===== config.mk =====
export PLATFORM = sky130hd
export DESIGN_NAME = eiu_ext_irq_upper
export DESIGN_NICKNAME = d
export VERILOG_FILES = /design/src/pkg/eiu_pkg.sv /design/src/core/eiu_ext_irq_upper.sv /design/src/core/eiu_pin_detect.sv
export SDC_FILE = /design/constraint.sdc
export NUM_CORES = 1
export LEC_CHECK = 0
export ABC_AREA = 1
export BUFFER_PORTS_ARGS = -buffer_cell sky130_fd_sc_hd__clkbuf_2
export CAP_MARGIN = 5
export CORE_AREA = 2 2 90 92
export CTS_BUF_LIST = sky130_fd_sc_hd__clkbuf_4 sky130_fd_sc_hd__clkbuf_8
export DETAILED_ROUTE_END_ITERATION = 16
export DIE_AREA = 0 0 92 94
export PLACE_DENSITY_LB_ADDON = 0.12
export SYNTH_ARGS = -nofsm -noshare
export SYNTH_HDL_FRONTEND = slang
export SYNTH_HIERARCHICAL = 1
export SYNTH_SLANG_ARGS = --single-unit

===== constraint.sdc =====
create_clock -name clk -period 1.3 [get_ports clk]
set_input_delay 0.195 -clock clk [delete_from_list [all_inputs] [get_ports clk]]
set_output_delay 0.195 -clock clk [all_outputs]
set_load 0.05 [all_outputs]

===== src/pkg/eiu_pkg.sv =====
/*
 * eiu_pkg: register map, field layout, reset values and detection mode codes
 * for the upper external interrupt detector (general pins 4 to 7).
 * assumes: a single 250 MHz clock domain and a 32-bit AHB-Lite register bus.
 */
package eiu_pkg;

    // ****************************************************************
    // register map (byte addresses, one aligned word each)
    // ****************************************************************
    localparam logic [11:0] ADDR_CONFIG_UPPER = 12'ha24;  // external_irq_config_upper
    localparam logic [11:0] ADDR_FLAG_CLEAR   = 12'ha30;  // external_irq_flag_clear
    localparam logic [11:0] ADDR_IRQ_STATUS   = 12'ha40;  // sticky event status, clear on read
    localparam logic [11:0] ADDR_IRQ_MASK     = 12'ha44;  // status mask, same layout
    localparam logic [11:0] ADDR_PIN_FLAGS    = 12'ha48;  // latched flags and wake, read only

    // ****************************************************************
    // field layout and reset values
    // ****************************************************************
    localparam int          NUM_PINS          = 4;
    localparam int          MODE_W            = 3;
    localparam int          FIELD_W           = 4;        // enable bit plus mode field per pin
    localparam int          CFG_W             = 16;
    localparam int          EN_POS            = 3;        // enable bit inside a pin field
    localparam int          AUTOCLR_POS       = 14;       // pin_flag_autoclear_enable
    localparam int          CLR_LSB           = 4;        // clear bit of pin 4 in the clear register
    localparam int          WAKE_POS          = 8;        // wake request bit in the flags register
    localparam logic [15:0] CFG_RESET         = 16'h0000;
    localparam logic        AUTOCLR_RESET     = 1'h1;
    localparam logic [3:0]  MASK_RESET        = 4'h0;

    // ****************************************************************
    // detection mode codes
    // ****************************************************************
    typedef enum logic [2:0] {
        EIU_RISE      = 3'b000,
        EIU_FALL      = 3'b001,
        EIU_BOTH      = 3'b010,
        EIU_HIGH      = 3'b011,
        EIU_LOW       = 3'b100,
        EIU_FALL_ALT  = 3'b101,
        EIU_BOTH_ALT  = 3'b110,
        EIU_HIGH_ALT  = 3'b111
    } eiu_mode_e;

endpackage


===== src/core/eiu_ext_irq_upper.sv =====
/*
 * eiu_ext_irq_upper: external interrupt detection for general pins 4 to 7,
 * with configuration, flag clear, status and mask registers on AHB-Lite.
 * assumes: one 250 MHz clock, synchronous active-low reset, a single AHB-Lite
 * master doing single word transfers, pins asynchronous to clk.
 */
`timescale 1ns/1ps
module eiu_ext_irq_upper #(
    parameter int NUM_PINS = eiu_pkg::NUM_PINS
) (
    // clock and reset
    input  wire logic                 clk,
    input  wire logic                 resetn,
    // ahb-lite slave
    input  wire logic                 hsel,
    input  wire logic [31:0]          haddr,
    input  wire logic [1:0]           htrans,
    input  wire logic                 hwrite,
    input  wire logic [2:0]           hsize,
    input  wire logic [31:0]          hwdata,
    input  wire logic                 hready,
    output logic                      hreadyout,
    output logic                      hresp,
    output logic [31:0]               hrdata,
    // general pins 4 to 7
    input  wire logic [NUM_PINS-1:0]  general_pin,
    // outputs to the device
    output logic                      irq,
    output logic                      wake_request
);

    // ****************************************************************
    // state
    // ****************************************************************
    logic [15:0]          cfg_ff, nxt_cfg;
    logic                 autoclr_ff, nxt_autoclr;
    logic [NUM_PINS-1:0]  flag_ff, nxt_flag;
    logic [NUM_PINS-1:0]  status_ff, nxt_status;
    logic [NUM_PINS-1:0]  mask_ff, nxt_mask;
    logic                 wr_pend_ff, nxt_wr_pend;
    logic                 rd_pend_ff, nxt_rd_pend;
    logic [11:0]          addr_ff, nxt_addr;
    logic [31:0]          rdata_ff, nxt_rdata;
    logic                 wake_ff, nxt_wake;

    logic [NUM_PINS-1:0]  event_pulse;
    logic [NUM_PINS-1:0]  pin_en;
    logic [NUM_PINS-1:0]  clr_req;
    logic                 addr_phase;
    logic                 wr_cfg, wr_clr, wr_mask, rd_status;

    // enable bit of pin field i
    function automatic logic field_en(input logic [15:0] cfg, input int i);
        field_en = cfg[i*eiu_pkg::FIELD_W + eiu_pkg::EN_POS];
    endfunction

    // mode field of pin field i
    function automatic eiu_pkg::eiu_mode_e field_mode(input logic [15:0] cfg, input int i);
        field_mode = eiu_pkg::eiu_mode_e'(cfg[i*eiu_pkg::FIELD_W +: eiu_pkg::MODE_W]);
    endfunction

    // ****************************************************************
    // per-pin detectors
    // ****************************************************************
    // pin 4 sits in bits 3:0, pin 5 in 7:4, pin 6 in 11:8, pin 7 in 15:12
    for (genvar g = 0; g < NUM_PINS; g++) begin : g_pin
        assign pin_en[g] = field_en(cfg_ff, g);
        eiu_pin_detect u_detect (
            .clk         (clk),
            .resetn      (resetn),
            .pin_in      (general_pin[g]),
            .enable      (pin_en[g]),
            .mode        (field_mode(cfg_ff, g)),
            .event_pulse (event_pulse[g])
        );
    end

    // ****************************************************************
    // ahb-lite decode; zero wait states, every response okay
    // ****************************************************************
    assign addr_phase = hsel & hready & htrans[1];
    assign hreadyout  = 1'b1;
    assign hresp      = 1'b0;
    assign hrdata     = rdata_ff;

    assign wr_cfg    = wr_pend_ff & (addr_ff == eiu_pkg::ADDR_CONFIG_UPPER);
    assign wr_clr    = wr_pend_ff & (addr_ff == eiu_pkg::ADDR_FLAG_CLEAR);
    assign wr_mask   = wr_pend_ff & (addr_ff == eiu_pkg::ADDR_IRQ_MASK);
    assign rd_status = addr_phase & ~hwrite & (haddr[11:0] == eiu_pkg::ADDR_IRQ_STATUS);

    // clear strobes exist for one cycle only, so the clear bits read back as zero
    assign clr_req = wr_clr ? hwdata[eiu_pkg::CLR_LSB +: NUM_PINS] : '0;

    // ****************************************************************
    // bus pipeline and read mux
    // ****************************************************************
    always_comb begin
        nxt_wr_pend = addr_phase & hwrite;
        nxt_rd_pend = addr_phase & ~hwrite;
        nxt_addr    = addr_phase ? haddr[11:0] : addr_ff;
        nxt_rdata   = rdata_ff;
        // writable registers are read through their next values, so a read
        // pipelined right behind a write to the same register sees the new word
        if (addr_phase && !hwrite) begin
            unique case (haddr[11:0])
                eiu_pkg::ADDR_CONFIG_UPPER: nxt_rdata = {16'h0000, nxt_cfg};
                eiu_pkg::ADDR_FLAG_CLEAR:   nxt_rdata = 32'(nxt_autoclr) << eiu_pkg::AUTOCLR_POS;
                eiu_pkg::ADDR_IRQ_STATUS:   nxt_rdata = {28'h0000000, status_ff};
                eiu_pkg::ADDR_IRQ_MASK:     nxt_rdata = {28'h0000000, nxt_mask};
                eiu_pkg::ADDR_PIN_FLAGS:    nxt_rdata = (32'(wake_ff) << eiu_pkg::WAKE_POS)
                                                        | {28'h0000000, flag_ff};
                default:                    nxt_rdata = 32'h00000000;
            endcase
        end
    end

    always_ff @(posedge clk) begin
        if (!resetn) begin
            wr_pend_ff <= 1'b0;
            rd_pend_ff <= 1'b0;
            addr_ff    <= 12'h000;
            rdata_ff   <= 32'h00000000;
        end else begin
            wr_pend_ff <= nxt_wr_pend;
            rd_pend_ff <= nxt_rd_pend;
            addr_ff    <= nxt_addr;
            rdata_ff   <= nxt_rdata;
        end
    end

    // ****************************************************************
    // configuration, autoclear and mask registers
    // ****************************************************************
    always_comb begin
        nxt_cfg     = wr_cfg ? hwdata[eiu_pkg::CFG_W-1:0] : cfg_ff;
        nxt_mask    = wr_mask ? hwdata[NUM_PINS-1:0] : mask_ff;
        nxt_autoclr = wr_clr ? hwdata[eiu_pkg::AUTOCLR_POS] : autoclr_ff;
    end

    always_ff @(posedge clk) begin
        if (!resetn) begin
            cfg_ff     <= eiu_pkg::CFG_RESET;
            mask_ff    <= eiu_pkg::MASK_RESET;
            autoclr_ff <= eiu_pkg::AUTOCLR_RESET;
        end else begin
            cfg_ff     <= nxt_cfg;
            mask_ff    <= nxt_mask;
            autoclr_ff <= nxt_autoclr;
        end
    end

    // ****************************************************************
    // latched flags, sticky status and wake request
    // ****************************************************************
    // a new event in the clearing cycle wins, so no event is ever lost.
    // with autoclear off the clear bits are ignored and flags stay latched
    // until the pin's enable is dropped.
    always_comb begin
        nxt_flag   = (flag_ff & ~(clr_req & {NUM_PINS{autoclr_ff}}) & pin_en) | event_pulse;
        nxt_status = (rd_status ? '0 : status_ff) | event_pulse;
        nxt_wake   = |(flag_ff & pin_en);
    end

    always_ff @(posedge clk) begin
        if (!resetn) begin
            flag_ff   <= '0;
            status_ff <= '0;
            wake_ff   <= 1'b0;
        end else begin
            flag_ff   <= nxt_flag;
            status_ff <= nxt_status;
            wake_ff   <= nxt_wake;
        end
    end

    // level interrupt: any unmasked sticky status bit; no flag term, so only a status read or a mask write drops it
    assign irq          = |(status_ff & mask_ff);
    assign wake_request = wake_ff;

endmodule


===== src/core/eiu_pin_detect.sv =====
/*
 * eiu_pin_detect: one pin's synchroniser and event detector.
 * assumes: pin_in is asynchronous to clk; mode and enable are stable register bits.
 */
`timescale 1ns/1ps
module eiu_pin_detect (
    // clock and reset
    input  wire logic                 clk,
    input  wire logic                 resetn,
    // pin and configuration
    input  wire logic                 pin_in,
    input  wire logic                 enable,
    input  wire eiu_pkg::eiu_mode_e   mode,
    // detected event
    output logic                      event_pulse
);

    logic sync1_ff, sync2_ff, prev_ff;
    logic nxt_sync1, nxt_sync2, nxt_prev;
    logic rise, fall;

    // ****************************************************************
    // two-stage synchroniser plus one history stage
    // ****************************************************************
    always_comb begin
        nxt_sync1 = pin_in;
        nxt_sync2 = sync1_ff;
        nxt_prev  = sync2_ff;
    end

    // history resets low, so a pin already high at reset counts as rising once
    always_ff @(posedge clk) begin
        if (!resetn) begin
            sync1_ff <= 1'b0;
            sync2_ff <= 1'b0;
            prev_ff  <= 1'b0;
        end else begin
            sync1_ff <= nxt_sync1;
            sync2_ff <= nxt_sync2;
            prev_ff  <= nxt_prev;
        end
    end

    assign rise = sync2_ff & ~prev_ff;
    assign fall = ~sync2_ff & prev_ff;

    // ****************************************************************
    // mode decode; level modes fire every cycle the level persists
    // ****************************************************************
    always_comb begin
        event_pulse = 1'b0;
        if (enable) begin
            unique case (mode)
                eiu_pkg::EIU_RISE:     event_pulse = rise;
                eiu_pkg::EIU_FALL:     event_pulse = fall;
                eiu_pkg::EIU_FALL_ALT: event_pulse = fall;
                eiu_pkg::EIU_BOTH:     event_pulse = rise | fall;
                eiu_pkg::EIU_BOTH_ALT: event_pulse = rise | fall;
                eiu_pkg::EIU_HIGH:     event_pulse = sync2_ff;
                eiu_pkg::EIU_HIGH_ALT: event_pulse = sync2_ff;
                eiu_pkg::EIU_LOW:      event_pulse = ~sync2_ff;
            endcase
        end
    end

endmodule


== After elaboration in Yosys (flattened, before gate mapping) ==
Cells that the tools add are included.

* Bitwise logic cells: 38
* Muxes and demuxes: 14
* Eq/ne operators: 36
* Reductions and logical operators: 20

{| class="wikitable"
|+ Operators by type and width
! operator !! count
|-
| $eq 12x12->1 const B || 8
|-
| $pmux 16 s5 || 1
|-
| $eq 3x3->1 const B || 16
|-
| $eq 3x2->1 const B || 8
|-
| $reduce_or 2->1 || 12
|-
| $and 4x4->4 || 5
|-
| $pmux 1 s5 || 4
|-
| $and 1x1->1 || 16
|-
| $mux 16 || 1
|-
| $eq 3x1->1 const B || 4
|-
| $logic_not 3->1 || 4
|-
| $mux 4 || 3
|-
| $not 1->1 || 9
|-
| $or 9x4->9 || 1
|-
| $or 4x4->4 || 2
|-
| $reduce_or 4->1 || 2
|-
| $mux 1 || 5
|-
| $not 4->4 || 1
|-
| $or 1x1->1 || 4
|-
| $logic_and 1x1->1 || 1
|-
| $logic_not 1->1 || 1
|}

* Logic and storage cells: 129
* Output and inout port bits: 36
* Register bits: 87
* Input bits: 78

== Longest topological paths before layout ==
Gate-level depths: netlist (run 1).

* Word-level depth: 8
* Depth in mapped cells: 11
* Mapped depth without buffers: 10

== Hierarchy ==
The synthesis (run 1) kept the hierarchy.

{| class="wikitable"
|+ By module, submodules not included
! module !! area an instance (sq um) !! cells an instance !! times used
|-
| eiu_ext_irq_upper || 2830.2 || 405 || 1
|-
| eiu_pin_detect || 167.7 || 25 || 4
|}

== Worst setup path before layout (run 1) ==
Ideal clock, no wire load.

* Kind: register -> register
* From: reg addr_ff[6]
* To: reg rdata_ff[4], in the netlist hrdata[4]
* Library setup time: 0.125 ns
* Setup slack: -0.077 ns
* Cell stages (with the launch flop): 11
* Data arrival time: 1.252 ns
* Buffers on the path: 1
* Path through: dfxtp_1 > nor2_2 > nand2_1 > nor2_4 > nand2_2 > buf_6 > or2_0 > o21ai_0 > inv_1 > nand2_1 > o21ai_1

* Word-level cells in the longest chain between the ends: 4

{| class="wikitable"
|+ Ends and longest elaborated chain
! item !! line !! source
|-
| start: declaration || eiu_ext_irq_upper.sv:42 || <nowiki>logic [11:0] addr_ff, nxt_addr;</nowiki>
|-
| start signal: assignment || eiu_ext_irq_upper.sv:126 || <nowiki>addr_ff <= nxt_addr;</nowiki>
|-
| $eq 12x12->1 || eiu_ext_irq_upper.sv:86 || <nowiki>assign wr_cfg = wr_pend_ff & (addr_ff == eiu_pkg::ADDR_CONFIG_UPPER);</nowiki>
|-
| $and 1x1->1 || eiu_ext_irq_upper.sv:86 ||
|-
| $mux 16 || eiu_ext_irq_upper.sv:135 || <nowiki>nxt_cfg = wr_cfg ? hwdata[eiu_pkg::CFG_W-1:0] : cfg_ff;</nowiki>
|-
| $pmux 16 s5 || eiu_ext_irq_upper.sv:105 || <nowiki>unique case (haddr[11:0])</nowiki>
|-
| end signal: assignment || eiu_ext_irq_upper.sv:127 || <nowiki>rdata_ff <= nxt_rdata;</nowiki>
|-
| end: declaration || eiu_ext_irq_upper.sv:43 || <nowiki>logic [31:0] rdata_ff, nxt_rdata;</nowiki>
|}

Every way passes these cells.
A chain may end at the register's enable or synchronous reset.

== Worst setup path after layout (run 1) ==
* From: reg wr_pend_ff
* To: reg rdata_ff[4], in the netlist hrdata[4]

* Word-level cells in the longest chain between the ends: 3

{| class="wikitable"
|+ Ends and longest elaborated chain
! item !! line !! source
|-
| start: declaration || eiu_ext_irq_upper.sv:40 || <nowiki>logic wr_pend_ff, nxt_wr_pend;</nowiki>
|-
| start signal: assignment || eiu_ext_irq_upper.sv:124 || <nowiki>wr_pend_ff <= nxt_wr_pend;</nowiki>
|-
| $and 1x1->1 || eiu_ext_irq_upper.sv:86 ||
|-
| $mux 16 || eiu_ext_irq_upper.sv:135 ||
|-
| $pmux 16 s5 || eiu_ext_irq_upper.sv:105 ||
|}

Every way passes these cells.

==> results of run 1 <==
## logic make-up (layout without fill, tap and decap cells)
logic type | count (synthesis) | after routing | share of synthesized area [%]
adder cells (fa/ha/maj) | 8 | 8 | 2.86
other | 2 | 18 | 0.215
flip-flops | 71 | 71 | 40.6
AND/OR/NAND/NOR | 234 | 234 | 30.8
buffers and inverters | 123 | 215 | 15.4
AO/OA/AOI/OAI | 67 | 67 | 10.0
## metal layers
metal | wire [µm] | part of all wire [%] | track usage, % | vias to the layer above
met5 | 0 | 0 | 0 | -
met4 | 176 | 2.1 | 8.08 | 0
met1 | 3840 | 46 | 24.1 | 1517
met2 | 4030 | 48 | 34.2 | 81
met3 | 381 | 4.5 | 3.69 | 15
li1 | - | - | - | 1737
## worst reg2reg max path: stages (launching register included)
cell	delay, ns
dfxtp_2	0.37
nand2_2	0.07
inv_1	0.07
nand2_2	0.06
nor2_4	0.11
nand2_4	0.08
buf_12	0.14
or2_0	0.18
o21ai_1	0.08
inv_1	0.07
nand2_2	0.07
o21ai_1	0.05
## worst min path at each step
stage | from | to | slack [ns] | cells after the start
floorplan | resetn | g_pin[0].u_detect/nxt_sync2 | 0.29 | 2
global placement | general_pin[0] | g_pin[0].u_detect/nxt_sync2 | 0.38 | 3
detailed placement | general_pin[0] | g_pin[0].u_detect/nxt_sync2 | 0.38 | 3
CTS | general_pin[0] | g_pin[0].u_detect/nxt_sync2 | 0.01 | 3
global route | general_pin[0] | g_pin[0].u_detect/nxt_sync2 | 0.02 | 3
finish | general_pin[0] | g_pin[0].u_detect/nxt_sync2 | 0.03 | 3
## area by class of cell
type / instances / area share (%)
Clock buffer: 11 / 3.08
Sequential cell: 71 / 30.7
Tap cell: 102 / 2.71
Inverter: 94 / 7.54
Multi-Input combinational cell: 327 / 38.8
Clock inverter: 5 / 1.73
Timing Repair Buffer: 105 / 15.4
## stage by stage
| step | cell area, µm² | hold WS [ns] | cells | setup slack (ns) | power [W] |
|---|---|---|---|---|---|
| 3_5_place_dp | 4180 | 0.382 | 697 | -0.169 | 0.00268 |
| 2_1_floorplan | 3560 | 0.288 | 521 | -0.0702 | 0.00256 |
| 5_1_grt | 4710 | 0.0227 | 715 | -0.303 | 0.00488 |
| 3_3_place_gp | 4180 | 0.377 | 697 | -0.166 | 0.00267 |
| 4_1_cts | 4490 | 0.0141 | 714 | -0.144 | 0.00470 |
| 6_report | 4710 | 0.0278 | 715 | -0.164 | 0.00469 |
## cells in the final DEF, fill, tap and decap left out, types with 11 or more instances in the layout
master and count:
a21oi_1 19, a21oi_2 15, buf_4 41, clkbuf_2 54, clkbuf_8 11, conb_1 18
dfxtp_1 50, dfxtp_2 21, inv_1 83, nand2_1 98, nand2_2 12, nand3_1 52
nor2_1 19, nor2_4 12, o21ai_0 12, o21ai_1 15
## power by group through the flow
stage | combinational (W) | sequential, W | clock [W]
floorplan | 0.000286 | 0.00227 | 0
global placement | 0.000396 | 0.00228 | 0
detailed placement | 0.000401 | 0.00228 | 0
CTS | 0.000412 | 0.00223 | 0.00206
global route | 0.000484 | 0.00224 | 0.00215
finish | 0.000439 | 0.00224 | 0.00201
## what timing repair did
item	4_1_cts	5_1_grt
resized for setup	25	69
setup buffers	1	1
pin swaps	3	16
hold buffers	0	0
setup endpoints to repair	40	45
hold endpoints to repair	0	0
==> run metrics, run 1 <==
status=finished with violations; failing checks=setup timing; CP startpoint=wr_pend_ff; I/O Buffers=55; maximum vdd drop=474 µV; area of the multi-input gates=1830 µm²; CP dominant cell by count=nand2_2; vias in the first global route=3,015; worst r2r path cells=11; WP buf/inv=3; crit path capture=hrdata[4]; highest-delay cell along the critical path=dfxtp_2; worst path required time=1.54 ns; setup TNS=-2.65 ns; max frequency=683 MHz; Power per Cell Area=995 nW/µm²; layout cells sized above 1=34.6%; die height=94 µm; distinct cell type count of the synthesized netlist=31; endpoints failing setup=32; n_diodes=0; Core Box Area=7610 µm²; CTS tree=done; Psw=0.00118 W; sw frac=25.1%; Worst Hold Class=in -> reg; WP data arrival=1.70 ns; Max Slew Vio Count=0; initial core utilization=46.0%; most frequent cell after synthesis=nand2_1; max cap viols=0; RSZ-0062 raised after global routing=true; RD Place Congestion=0.818; total routed wirelength=8430 µm; sequential fraction of the synthesis area=40.6%; worst-path cell chain=nand2_2 -> inv_1 -> nand2_2 -> nor2_4 -> nand2_4 -> buf_12 -> or2_0 -> o21ai_1 -> inv_1 -> nand2_2 -> o21ai_1; period utilisation layout=113%; worst reg2reg endpoint=hrdata[4]; global-route wire length before repair=13,500 µm; initial antenna violation count=0; top fanout value on the critical path=5; final worst slack=-0.164 ns; register area=1450 µm²; Post-Syn Area per Cell=6.93 µm²; FF+latch count, synth=71; slowest stage delay, CP=0.37 ns; GRT Total Usage=19.7%; ys async rst share=0%; number of synthesized flops with an enable pin=0; # rows=32; die area=8650 µm²; post-DP HPWL=6070 µm; Area growth, synth to finish=34.6%; DRT Pass-1 Iters=4; Primary FF master, synth=dfxtp_1; Setup crit end kind=flop; clk slew on worst S/H paths=0.08 ns; GR Overflow Total=0; register share of total power=47.8%; clk buf depth=2; wire length per cell=11.8 µm; H-tree lvl count=3; Cells after Synth=505; # IOs=114; Leak=2.25 nW; clock sink count=71; synth top area cells=dfxtp_1, nand2_1, inv_1, nand3_1, a21oi_1; pin count of the biggest net entering global routing=32; Final ANT Viol Nets=0; Clock Skews=0.00833 ns; RR Startpoint=wr_pend_ff; Final min period=1.46 ns; DRC=0; setup slack, reg-to-reg=-0.16 ns; power share of the combinational group=9.4%; CP Launch Type=flop; Mapped Area=3500 µm²; delay-heaviest family, CP=simple AND/OR/NAND/NOR gates; Pint=0.00351 W; # fillers=735; crit path kind=reg -> reg; Worst-Skew Late Latency=0.34 ns; root buf cell=clkbuf_8; Core Util, Final=61.9%; vias per cell=4.69; Ys Warns=6; clock share of power=42.9%; nets@finish=694; Die Wd=92 µm; vias=3,350; top cell types by occurrence after synthesis=nand2_1, inv_1, dfxtp_1; area leader, netlist=dfxtp_1; share of the synthesized area in the top cell type=40.6%; CP Depth=11; final hold violation count=0; initial detailed-routing violation count=120; CTS Buf Count=9
No activity file was read; power rests on OpenSTA's default activity.
==> run 2: changes to the inputs <==
- BUFFER_PORTS_ARGS: -buffer_cell sky130_fd_sc_hd__clkbuf_2 -> -buffer_cell sky130_fd_sc_hd__buf_4
==> run metrics, run 2 (synthesis results as in run 1) <==
Final ANT Viol Nets=0 (unchanged); vias in the first global route=3,165 (+5.0%); clock sink count=71 (unchanged); clk buf depth=2 (unchanged); H-tree lvl count=3 (unchanged); Final min period=1.46 ns (-0.00763 ns); slowest stage delay, CP=0.32 ns (-0.05 ns); DRC=0 (unchanged); clk slew on worst S/H paths=0.08 ns (about the same); worst path required time=1.57 ns (+0.03 ns); n_diodes=0 (unchanged); commonest cells after routing, fill and taps aside=nand2_1, buf_4, inv_1, dfxtp_1, nand3_1; Core Util, Final=62.0% (+0.099 points); CP Launch Type=flop; Power per Cell Area=927 nW/µm² (-6.8%); RD Place Congestion=0.826 (+0.99%); Clock Skews=0.00987 ns (+0.00154 ns); RSZ-0062 raised after global routing=true; initial detailed-routing violation count=95 (-21%); vias=3,313 (-1.1%); final hold violation count=0 (unchanged); Hold Buf Count CTS=0 (unchanged); top fanout value on the critical path=12 (+7); Leak=2.25 nW (+0.30%); pin count of the biggest net entering global routing=27 (-16%); nets@finish=694 (unchanged); DRT Pass-1 Iters=4 (unchanged); failing checks=setup timing; crit path kind=reg -> reg; Placed Area=4290 µm² (+2.8%); maximum vdd drop=574 µV (+21%); Max Slew Vio Count=0 (unchanged); max cap viols=0 (unchanged); initial antenna violation count=0 (unchanged); Worst Hold Class=in -> reg; Area growth, synth to finish=34.8%; GRT Total Usage=20.2% (+0.48 points); global-route wire length before repair=14,000 µm (+3.3%); total routed wirelength=8280 µm (-1.7%); final worst slack=-0.156 ns (+0.00763 ns); Worst-Skew Late Latency=0.34 ns (about the same); max frequency=687 MHz (+0.52%); wire length per cell=11.6 µm (-1.7%); I/O Buffers=55 (unchanged); GR Overflow Total=0 (unchanged); post-DP HPWL=6120 µm (+0.82%); vias per cell=4.63 (-1.1%); CTS tree=done; CTS Buf Count=9 (unchanged); Hold Slack=0.0365 ns (+0.00870 ns); setup TNS=-3.01 ns (-0.367 ns); period utilisation layout=112% (-0.59 points); root buf cell=clkbuf_8; post-layout instance area=4720 µm² (+0.16%); # IOs=114 (unchanged); highest-delay cell along the critical path=dfxtp_1; worst-path cell chain=nor2_1 -> nand2_2 -> nor2_4 -> nand2_4 -> buf_12 -> nand2_2 -> o21ai_1 -> or2_1 -> o21ai_1; Core Box Area=7610 µm² (unchanged); Die Wd=92 µm (unchanged); WP data arrival=1.73 ns (+0.03 ns); initial core utilization=46.0% (unchanged); # rows=32 (unchanged); status=finished with violations; layout cells sized above 1=32.0% (-2.6 points); Setup crit end kind=flop; endpoints failing setup=36 (+13%); die height=94 µm (unchanged); most common cell after layout, fill and taps aside=nand2_1; die area=8650 µm² (unchanged)
run 2: layout make-up:
| type | count | area, µm² |
|---|---|---|
| fillers | 730 | 2890 |
| flip-flops and latches | 71 | 1440 |
| clock buffers | 12 | 165 |
| inverters | 94 | 360 |
| multi-input cells | 327 | 1750 |
| repair buffers | 105 | 852 |
| clock inverters | 4 | 28.8 |
| well taps | 102 | 128 |
run 2: repair_timing:
item | 4_1_cts | 5_1_grt
setup buffers | 1 | 3
resized for setup | 31 | 43
pin swaps | 11 | 15
setup endpoints to repair | 42 | 45
run 2: through the flow:
step           power, W  worst slack [ns]  cells
6_report        0.00438            -0.156    715
2_1_floorplan   0.00256           -0.0702    521
4_1_cts         0.00441            -0.148    713
3_5_place_dp    0.00271            -0.200    696
3_3_place_gp    0.00270            -0.169    696
5_1_grt         0.00457            -0.261    715
run 2: per-layer routing:
layer	share of wire, %	GRT usage [%]
met2	48	35.3
met3	4.0	4.01
met1	47	25.3
met5	0	0
met4	1.2	5.97
run 2: critical path, delay by kind of cell, from the launching register on:
family	cells	cell delay [ns]
flops	1	0.32
simple gates	6	0.74
compound gates	2	0.17
buf+inv	1	0.16
run 2: final timing paths:
path                               start                           to  slack [ns]  cells past startpoint
max                           addr_ff[8]                   hrdata[15]       -0.16                      9
min                       general_pin[1]  g_pin[1].u_detect/nxt_sync2        0.04                      3
max reg2reg                   addr_ff[8]                   hrdata[15]       -0.16                      9
min reg2reg  g_pin[0].u_detect/nxt_sync2   g_pin[0].u_detect/nxt_prev        0.40                      2
run 2: power by group:
part           internal, W  switching, W
Combinational     0.000163      0.000284
Sequential         0.00221     0.0000210
Clock             0.000850      0.000848
Total              0.00322       0.00115
